### src/core/brmc_pkg.sv
// Purpose: constants and types for the boot reset mode controller
// Assumes: 125 MHz system clock, all inputs synchronous to it
// Notes: timing figures in their own units, cycle counts derived below
package brmc_pkg;
  localparam int unsigned BRMC_CLK_HZ = 125000000;
  localparam int unsigned BRMC_RESET_MS = 501;
  localparam int unsigned BRMC_RESET_CYCLES = BRMC_RESET_MS * (BRMC_CLK_HZ / 1000);
  localparam int unsigned BRMC_DEBOUNCE_US = 10000;
  localparam int unsigned BRMC_DEBOUNCE_CYCLES = BRMC_DEBOUNCE_US * (BRMC_CLK_HZ / 1000000);
  localparam int unsigned BRMC_TIMER_W = 27;
  localparam int unsigned BRMC_DB_W = 21;
  localparam int unsigned BRMC_MODE_W = 4;
  localparam int unsigned BRMC_NMI_PULSE_CYCLES = 8;
  localparam int unsigned BRMC_NMI_W = 4;
  localparam int unsigned BRMC_PWRUP_W = 4;
  localparam logic [BRMC_MODE_W-1:0] BRMC_BOOT_MODE = 4'h0;
  typedef enum logic [1:0] {
    BRMC_USER_RESET,
    BRMC_USER_RUN,
    BRMC_BOOT_RESET,
    BRMC_BOOT_RUN
  } brmc_state_t;
endpackage

### src/core/brmc_debounce.sv
// Purpose: synchronise and debounce one active-low button
// Assumes: input raw level, press is low
// Notes: outputs a clean level and a one-cycle press pulse
`timescale 1ns/100ps
module brmc_debounce #(
  parameter int unsigned STABLE_CYCLES = brmc_pkg::BRMC_DEBOUNCE_CYCLES
) (
  input wire logic clk_sys_in,
  input wire logic reset_in,
  input wire logic button_n_in,
  output logic pressed_out,
  output logic press_pulse_out
);
  import brmc_pkg::*;
  logic sync1_r;
  logic sync2_r;
  logic [BRMC_DB_W-1:0] cnt_r;
  logic stable_r;

  // two-flop synchroniser; first stage feeds only the second
  always_ff @(posedge clk_sys_in) begin
    if (reset_in) begin
      sync1_r <= 1'b0;
      sync2_r <= 1'b0;
    end else begin
      sync1_r <= ~button_n_in;
      sync2_r <= sync1_r;
    end
  end

  // level must hold for the full window before it is believed
  always_ff @(posedge clk_sys_in) begin
    if (reset_in) begin
      cnt_r <= '0;
      stable_r <= 1'b0;
      press_pulse_out <= 1'b0;
    end else begin
      press_pulse_out <= 1'b0;
      if (sync2_r == stable_r) begin
        cnt_r <= '0;
      end else if (cnt_r == BRMC_DB_W'(STABLE_CYCLES - 1)) begin
        cnt_r <= '0;
        stable_r <= sync2_r;
        press_pulse_out <= sync2_r;
      end else begin
        cnt_r <= cnt_r + 1'b1;
      end
    end
  end

  assign pressed_out = stable_r;
endmodule

### src/core/brmc_top.sv
// Purpose: boot reset mode controller for a target microcontroller
// Assumes: buttons and cts active low, synchronous inputs
// Notes: reset_in models power-up detection; mode pins are tri-state
`timescale 1ns/100ps
module brmc_top #(
  parameter int unsigned RESET_CYCLES = brmc_pkg::BRMC_RESET_CYCLES,
  parameter int unsigned DEBOUNCE_CYCLES = brmc_pkg::BRMC_DEBOUNCE_CYCLES
) (
  input wire logic clk_sys_in,
  input wire logic reset_in,
  input wire logic reset_button_n_in,
  input wire logic boot_button_n_in,
  input wire logic nmi_button_n_in,
  input wire logic host_cts_n_in,
  input wire logic user_program_enable_option_in,
  output logic target_reset_n_out,
  output logic target_nmi_n_out,
  output logic [brmc_pkg::BRMC_MODE_W-1:0] mode_pin_out,
  output logic [brmc_pkg::BRMC_MODE_W-1:0] mode_pin_oe_out,
  output logic flash_write_protect_out,
  output logic host_rts_out,
  output logic boot_led_out
);
  import brmc_pkg::*;

  brmc_state_t state_r;
  brmc_state_t state_nxt;
  logic [BRMC_TIMER_W-1:0] timer_r;
  logic timer_done;
  logic rst_pressed;
  logic rst_pulse;
  logic boot_pressed;
  logic boot_pulse;
  logic cts_pressed;
  logic cts_pulse;
  logic nmi_pulse;
  logic boot_req;
  logic hold_req;
  logic restart;
  logic [BRMC_NMI_W-1:0] nmi_cnt_r;
  logic reset_n_r;
  logic boot_r;
  logic wp_r;

  function automatic logic is_boot(input brmc_state_t s);
    is_boot = (s == BRMC_BOOT_RESET) || (s == BRMC_BOOT_RUN);
  endfunction

  function automatic logic is_reset(input brmc_state_t s);
    is_reset = (s == BRMC_USER_RESET) || (s == BRMC_BOOT_RESET);
  endfunction

  brmc_debounce #(.STABLE_CYCLES(DEBOUNCE_CYCLES)) u_db_rst (
    .clk_sys_in(clk_sys_in),
    .reset_in(reset_in),
    .button_n_in(reset_button_n_in),
    .pressed_out(rst_pressed),
    .press_pulse_out(rst_pulse)
  );

  brmc_debounce #(.STABLE_CYCLES(DEBOUNCE_CYCLES)) u_db_boot (
    .clk_sys_in(clk_sys_in),
    .reset_in(reset_in),
    .button_n_in(boot_button_n_in),
    .pressed_out(boot_pressed),
    .press_pulse_out(boot_pulse)
  );

  brmc_debounce #(.STABLE_CYCLES(DEBOUNCE_CYCLES)) u_db_cts (
    .clk_sys_in(clk_sys_in),
    .reset_in(reset_in),
    .button_n_in(host_cts_n_in),
    .pressed_out(cts_pressed),
    .press_pulse_out(cts_pulse)
  );

  // nmi uses only the edge; hold time beyond the debounce window does not matter
  brmc_debounce #(.STABLE_CYCLES(DEBOUNCE_CYCLES)) u_db_nmi (
    .clk_sys_in(clk_sys_in),
    .reset_in(reset_in),
    .button_n_in(nmi_button_n_in),
    .pressed_out(),
    .press_pulse_out(nmi_pulse)
  );

  assign boot_req = boot_pulse | cts_pulse;
  // held input keeps the timer at zero so release adds a full period
  assign hold_req = rst_pressed | boot_pressed | cts_pressed;
  assign restart = rst_pulse | boot_req;
  assign timer_done = (timer_r == BRMC_TIMER_W'(RESET_CYCLES - 1));

  always_comb begin
    state_nxt = state_r;
    case (state_r)
      BRMC_USER_RESET: begin
        // boot press here only stretches reset, never switches mode
        if (timer_done && !hold_req) begin
          state_nxt = BRMC_USER_RUN;
        end
      end
      BRMC_USER_RUN: begin
        if (boot_req) begin
          state_nxt = BRMC_BOOT_RESET;
        end else if (rst_pulse) begin
          state_nxt = BRMC_USER_RESET;
        end
      end
      BRMC_BOOT_RESET: begin
        if (timer_done && !hold_req) begin
          state_nxt = BRMC_BOOT_RUN;
        end
      end
      BRMC_BOOT_RUN: begin
        if (boot_req || rst_pulse) begin
          state_nxt = BRMC_USER_RESET;
        end
      end
      default: begin
        state_nxt = BRMC_USER_RESET;
      end
    endcase
  end

  always_ff @(posedge clk_sys_in) begin
    if (reset_in) begin
      state_r <= BRMC_USER_RESET;
    end else begin
      state_r <= state_nxt;
    end
  end

  // reset timer on the system clock; restarts on every new reset, boot or cts press
  always_ff @(posedge clk_sys_in) begin
    if (reset_in) begin
      timer_r <= '0;
    end else if (!is_reset(state_r) || restart || hold_req) begin
      timer_r <= '0;
    end else if (!timer_done) begin
      timer_r <= timer_r + 1'b1;
    end
  end

  always_ff @(posedge clk_sys_in) begin
    if (reset_in) begin
      reset_n_r <= 1'b0;
      boot_r <= 1'b0;
    end else begin
      reset_n_r <= !is_reset(state_nxt);
      boot_r <= is_boot(state_nxt);
    end
  end

  // fixed-width nmi pulse; only while the target runs user code
  always_ff @(posedge clk_sys_in) begin
    if (reset_in) begin
      nmi_cnt_r <= '0;
    end else if (nmi_pulse && state_r == BRMC_USER_RUN && nmi_cnt_r == '0) begin
      nmi_cnt_r <= BRMC_NMI_W'(BRMC_NMI_PULSE_CYCLES);
    end else if (nmi_cnt_r != '0) begin
      nmi_cnt_r <= nmi_cnt_r - 1'b1;
    end
  end

  always_ff @(posedge clk_sys_in) begin
    if (reset_in) begin
      wp_r <= 1'b1;
    end else begin
      wp_r <= ~user_program_enable_option_in;
    end
  end

  assign target_reset_n_out = reset_n_r;
  assign target_nmi_n_out = (nmi_cnt_r == '0);
  assign mode_pin_out = BRMC_BOOT_MODE;
  // released in user states so board jumpers pick the mode
  assign mode_pin_oe_out = {BRMC_MODE_W{boot_r}};
  assign flash_write_protect_out = wp_r;
  assign host_rts_out = boot_r;
  assign boot_led_out = boot_r;

  AST_PWRUP_RESET: assert property (@(posedge clk_sys_in)
    $fell(reset_in) |-> !target_reset_n_out[*3])
    else $error("reset not held after power-up");
  AST_RESET_MIN: assert property (@(posedge clk_sys_in) disable iff (reset_in)
    $rose(target_reset_n_out) |-> $past(timer_done))
    else $error("reset released before timer expiry");
  AST_BOOT_DRIVE: assert property (@(posedge clk_sys_in) disable iff (reset_in)
    (state_r == BRMC_BOOT_RESET) |=> (mode_pin_oe_out == 4'hf) && (mode_pin_out == BRMC_BOOT_MODE))
    else $error("mode pins not forced in boot reset");
  AST_USER_FLOAT: assert property (@(posedge clk_sys_in) disable iff (reset_in)
    (state_r == BRMC_USER_RUN) && $stable(state_r) |-> mode_pin_oe_out == 4'h0)
    else $error("mode pins driven in user mode");
  AST_NO_BOOT_IN_RESET: assert property (@(posedge clk_sys_in) disable iff (reset_in)
    (state_r == BRMC_USER_RESET) |=> state_r != BRMC_BOOT_RESET)
    else $error("boot entered from user reset");
  AST_RESTART: assert property (@(posedge clk_sys_in) disable iff (reset_in)
    is_reset(state_r) && restart |=> timer_r == '0)
    else $error("timer not restarted");
  AST_TOGGLE: assert property (@(posedge clk_sys_in) disable iff (reset_in)
    (state_r == BRMC_USER_RUN) && boot_req |=> state_r == BRMC_BOOT_RESET ##1 !target_reset_n_out)
    else $error("boot press did not enter boot reset");
  AST_NMI_WIDTH: assert property (@(posedge clk_sys_in) disable iff (reset_in)
    $fell(target_nmi_n_out) |-> !target_nmi_n_out[*8] ##1 target_nmi_n_out)
    else $error("nmi pulse width wrong");
  AST_RTS: assert property (@(posedge clk_sys_in) disable iff (reset_in)
    host_rts_out == boot_led_out && host_rts_out == mode_pin_oe_out[0])
    else $error("rts disagrees with mode");
  AST_WP: assert property (@(posedge clk_sys_in) disable iff (reset_in)
    ##1 flash_write_protect_out == !$past(user_program_enable_option_in))
    else $error("write protect not following jumper");
endmodule

### config.mk
export PLATFORM = sky130hd
export DESIGN_NAME = brmc_top
export DESIGN_NICKNAME = d
export VERILOG_FILES = /design/src/core/brmc_pkg.sv /design/src/core/brmc_debounce.sv /design/src/core/brmc_top.sv
export SDC_FILE = /design/constraint.sdc
export NUM_CORES = 1
export LEC_CHECK = 0
export ABC_AREA = 1
export BUFFER_PORTS_ARGS = -buffer_cell sky130_fd_sc_hd__buf_2
export CORE_ASPECT_RATIO = 0.75
export CORE_MARGIN = 2
export CORE_UTILIZATION = 55
export DETAILED_ROUTE_END_ITERATION = 10
export GPL_TIMING_DRIVEN = 0
export PLACE_DENSITY_LB_ADDON = 0.3
export SLEW_MARGIN = 30
export SYNTH_ARGS = -nofsm -noshare
export SYNTH_HDL_FRONTEND = slang
export SYNTH_HIERARCHICAL = 1
export SYNTH_SLANG_ARGS = --single-unit
### constraint.sdc
create_clock -name clk_sys_in -period 3.7 [get_ports clk_sys_in]
set_input_delay 0.37 -clock clk_sys_in [delete_from_list [all_inputs] [get_ports clk_sys_in]]
set_output_delay 0.37 -clock clk_sys_in [all_outputs]
set_load 0.05 [all_outputs]
==> results.yml, run 1 <==
status:
  status: "completed"
route:
  wire_per_inst_um: 11.8
  drtIter0Drc: 533
  num_vias: 6445
  drc: 0
  drtAntennaViolNets: 0
  routed_via_density: 5.09
  first_pass_iters: 5
  wl_um: 14900
global_routing:
  grt_overflow: 0
  grt_max_degree: 22
  grt_pass1_vias: 5775
  grt_pass1_wl_um: 26000
  antenna_found_initial: 0
  grt.total_usage: 0.233
pwr:
  pwr-share-seq: 0.417
  sw_frac_of_total: 0.229
  clkPwrFrac: 0.518
  leakagePower_nw: 2.60
  peakVddDrop_mv: 0.393
  power_switching_mw: 0.825
  p_int_mw: 2.78
  powerDensity_nw_per_um2: 453
  share_comb_of_total_power: 0.065
timing:
  maxSlewViolCount: 0
  setup_slack_ns: 1.58
  relSlewSlack: 0.631
  setup_viol: 0
  period_share: 0.574
  layout_min_cycle_time_ns: 2.12
  fmax_mhz: 471
  worst_pin_slew_ns: 0.554
  rsz0062_at_grt: "false"
  setup_tns_ns: 0
  hold_viol: 0
  clock_skew_ns: 0.00860
synthesis:
  synth_top_area_cell: "dfxtp_1"
  seq_area_frac_synth: 0.386
  yosys_warnings: 6
  yosysTopAreaCellShare: 0.386
  ys_types: 31
  synthAdderAreaFrac: 0.0107
  synth_mux_area_frac: 0
  synth_top_cells_by_area: "dfxtp_1 (39%), nand2_1 (14%), nor2_1 (12%)"
  synth-compound-area-share: 0.0599
  ys_seq_elements: 135
  syn_area_um2: 7000
  yosys.area_share.simple: 0.419
  synth_cells: 1051
  synth_xor_area_frac: 0.0401
  synth_top_family_by_area: "simple AND/OR/NAND/NOR gates"
  syn_avg_cell_area_um2: 6.66
placement:
  portBuffers: 15
  dp_hpwl_um: 10600
  place_area_um2: 7290
  dp_worst_setup_slack_ns: 1.86
  place.gp.congestion: 0.885
setup_path:
  rrSetupSlack_ns: 1.84
  required_ns: 3.33
  r2r_start: "timer_r[1]"
  r2r-end: "timer_r[20]"
  start_kind: "flop"
  r2r_cells: 8
  path_class: "flop to output pin"
  cp_max_fo: 6
  worstSetupEndpointType: "output pin"
  arrival_ns: 1.75
die:
  dieHeight_um: 102
  rows: 35
  ios: 20
  die_w_um: 134
  dieArea_um2: 13600
  coreArea_um2: 12300
  start_util: 0.567
layout:
  final_util: 0.644
  final_cell_area_um2: 7950
  nNetsFinal: 1101
  diodes: 0
  drive_above_1_share: 0.106
  syn_to_final_growth_pct: 13.6
cts:
  clock_path_buffers: 2
  ctsHoldBuffers: 0
  clk_latency_ns: 0.41
  clockRootBuffer: "clkbuf_16"
  cts_buffers: 17
  path_clk_slew_ns: 0.06
  htree_num_levels: 4
  cts_setup_buffers: 0
  cts_resized: 0
  cts.sinks: 135
  cts_tree: "yes"
hold_path:
  hold_depth: 2
  min_from: "nmi_button_n_in"
  hold_path_end: "u_db_nmi/sync1_r"
  hp-class: "primary input to flop"
job:
  cap_violations: 0
placed cells by master (no fill, tap or decap), types with 9 or more instances in the layout:
| cell type | synthesis | layout |
|---|---|---|
| nand2_1 | 266 | 266 |
| nand3b_1 | 11 | 11 |
| clkbuf_16 | 0 | 17 |
| buf_2 | 2 | 17 |
| nand3_2 | 9 | 9 |
| dfxtp_1 | 135 | 135 |
| nor2_2 | 17 | 17 |
| nor2_1 | 223 | 223 |
| inv_1 | 103 | 103 |
| nand3_1 | 69 | 69 |
| a21oi_1 | 59 | 59 |
| nand4_1 | 20 | 20 |
| buf_4 | 10 | 10 |
| o21ai_0 | 21 | 21 |
| xor2_1 | 27 | 27 |
| nor3_1 | 16 | 16 |
stage by stage:
| step | hold slack [ns] | power [mW] | cells |
|---|---|---|---|
| final | 0.107 | 3.60 | 1267 |
| after global routing | 0.0851 | 3.73 | 1267 |
| after CTS | 0.0916 | 3.63 | 1267 |
| after detailed placement | 0.395 | 1.76 | 1235 |
| after global placement | 0.389 | 1.75 | 1235 |
| after floorplan | 0.388 | 1.71 | 1054 |
state kept, by name (all words and copies together), names as in the netlist, 2 cells and up:
register and flops:
timer_r 27, nmi_cnt_r 4, u_db_boot/cnt_r 21, u_db_nmi/cnt_r 21
u_db_cts/cnt_r 21, u_db_rst/cnt_r 21, state_r 2
metal layers:
layer,track usage,up-vias,share of wire
met3,0.0561,13,0.058
met4,0.0688,0,0.0088
met5,0,-,0
li1,-,3394,-
met2,0.350,187,0.43
met1,0.333,2851,0.50
power by group through the flow:
stage,sequential [mW],clock [mW],combinational [mW]
2_1_floorplan,1.53,0,0.176
3_3_place_gp,1.53,0,0.220
3_5_place_dp,1.53,0,0.226
4_1_cts,1.50,1.90,0.233
5_1_grt,1.50,1.97,0.259
6_report,1.50,1.87,0.235
cell type report:
type	count	area [um^2]
timing repair buffer	15	75.1
buffer	21	179
clock buffer	18	439
tap	166	208
sequential	135	2700
inverter	108	405
multi-input combinational	790	3720
fill	1104	4400
clock inverter	14	219
synthesized netlist by cell type, drive strengths merged:
cell	number
nor2	244
clkbuf	1
nor3b	5
conb	1
nand3	79
or2	14
dfxtp	135
xnor2	5
a211oi	1
xor2	27
nand3b	11
nand4	20
nor2b	4
nand2	272
a21oi	59
ha	6
inv	108
buf	20
o21ai	21
o21bai	1
nor3	17
cells by family after synthesis:
logic type      count (synthesis)
compound gates                 82
xor+xnor                       32
fa+ha+maj                       6
buf+inv                       129
flops                         135
other cells                     1
simple gates                  666
worst max-delay path, stage by stage, from the launching register on:
cell	delay [ns]
dfxtp_1	0.31
inv_1	0.08
ha_1	0.17
nand2_1	0.12
nor2_1	0.31
buf_2	0.35
how the worst max path moves through the flow:
stage | startpoint | to
after floorplan | nmi_cnt_r[0] | nmi_cnt_r[2]
after global placement | timer_r[1] | timer_r[16]
after detailed placement | timer_r[1] | timer_r[16]
after CTS | nmi_cnt_r[0] | target_nmi_n_out
after global routing | nmi_cnt_r[0] | target_nmi_n_out
final | nmi_cnt_r[0] | target_nmi_n_out
Note: power is estimated with default switching activity, not from simulation.
==> run 2: changes to the inputs <==
clock period = 2.1 ns   (was 3.7 ns; I/O delays follow)
==> results.yml, run 2 (same netlist as run 1, synthesis figures left out) <==
die:
  dieHeight_um: 102
  coreArea_um2: 12300
  ios: 20
  die_w_um: 134
  start_util: 0.567
  rows: 35
  dieArea_um2: 13600
layout:
  regMostFlops: "timer_r"
  layout_common_cells: "nand2_1 (266), nor2_1 (223), dfxtp_1 (135)"
  drive_above_1_share: 0.106
  nNetsFinal: 1106
  final_cell_area_um2: 8000
  diodes: 0
  stdcell_count: 1272
  final_common_cell: "nand2_1"
  largest_reg_flops: 27
  syn_to_final_growth_pct: 14.3
setup_path:
  slowest_delay_ns: 0.36
  path_cells: "inv_1 -> ha_1 -> nand2_1 -> nor2_1 -> buf_2"
  path_class: "flop to output pin"
  cpMaxStageDelayCell: "buf_2"
  crit_family: "buffers and inverters"
  r2r_start: "timer_r[1]"
  critPathBufInv: 2
  worstSetupEndpointType: "output pin"
  start_kind: "flop"
  r2r-end: "timer_r[20]"
  r2r_cells: 8
  cp_max_fo: 6
  arrival_ns: 1.76
  required_ns: 1.89
  rrSetupSlack_ns: 0.25
timing:
  fmax_mhz: 507
  clock_skew_ns: 0.00883
  layout_min_cycle_time_ns: 1.97
  setup_tns_ns: 0
  worst_pin_slew_ns: 0.568
  rsz0062_at_grt: "false"
  relSlewSlack: 0.621
  setup_viol: 0
  period_share: 0.939
  maxSlewViolCount: 0
  hold_viol: 0
  fin_hold_ws_ns: 0.211
global_routing:
  grt_overflow: 0
  grt.total_usage: 0.234
  antenna_found_initial: 0
  grt_pass1_wl_um: 26100
  grt_pass1_vias: 5814
  grt_max_degree: 22
pwr:
  powerDensity_nw_per_um2: 795
  total_power_mw: 6.36
  leakagePower_nw: 2.62
  peakVddDrop_mv: 0.697
route:
  wl_um: 15000
  wire_per_inst_um: 11.8
  drc: 0
  drtIter0Drc: 567
  drtAntennaViolNets: 0
  routed_via_density: 5.09
  first_pass_iters: 5
  num_vias: 6472
hold_path:
  hold_depth: 2
  hold_path_end: "u_db_boot/sync1_r"
  hp-class: "primary input to flop"
  min_from: "reset_in"
placement:
  place_inst: 1235
  place_area_um2: 7290
  portBuffers: 15
  dp_hpwl_um: 10600
  place.gp.congestion: 0.885
cts:
  htree_num_levels: 4
  clk_latency_ns: 0.41
  clockRootBuffer: "clkbuf_16"
  cts.sinks: 135
  path_clk_slew_ns: 0.06
  clock_path_buffers: 2
  cts_tree: "yes"
  cts_buffers: 17
  cts_resized: 0
status:
  status: "completed"
job:
  cap_violations: 0
run 2: cell count changes in the layout (fill, tap and decap cells not counted):
cell           previous run  this run
dlygate4sd3_1             0         5
run 2: how the worst max path moves through the flow:
stage	startpoint	to	slack (ns)	depth (start not counted)
after global placement	timer_r[1]	timer_r[16]	0.28	8
after detailed placement	timer_r[1]	timer_r[16]	0.26	8
after floorplan	nmi_cnt_r[0]	nmi_cnt_r[2]	0.16	7
after global routing	nmi_cnt_r[0]	target_nmi_n_out	0.03	5
after CTS	nmi_cnt_r[0]	target_nmi_n_out	0.15	5
final	nmi_cnt_r[0]	target_nmi_n_out	0.13	5
run 2: stage by stage:
stage | utilization | setup slack, ns
after floorplan | - | 0.165
after global placement | 0.590 | 0.282
after detailed placement | 0.590 | 0.262
after CTS | 0.648 | 0.152
after global routing | 0.648 | 0.0322
final | 0.648 | 0.128
run 2: final cells by class:
class / instances / area [um^2]
sequential: 135 / 2700
clock buffer: 18 / 439
tap: 166 / 208
multi-input combinational: 790 / 3720
clock inverter: 14 / 219
buffer: 21 / 179
fill: 1099 / 4350
timing repair buffer: 20 / 125
inverter: 108 / 405
run 2: layer usage:
metal | GRT usage | vias up | share of wire
li1 | - | 3403 | -
met1 | 0.334 | 2864 | 0.50
met2 | 0.353 | 190 | 0.43
met3 | 0.0561 | 15 | 0.059
met4 | 0.0688 | 0 | 0.0093
met5 | 0 | - | 0
run 2: power breakdown:
group	switching (mW)	total (mW)	internal, mW
Clock	1.14	3.29	2.15
Combinational	0.283	0.421	0.138
Sequential	0.0321	2.65	2.61
run 2: timing repair:
item                       4_1_cts  5_1_grt
hold buffers                     5        0
hold endpoints to repair         5        0
setup buffers                    0        0
setup endpoints to repair        0        0
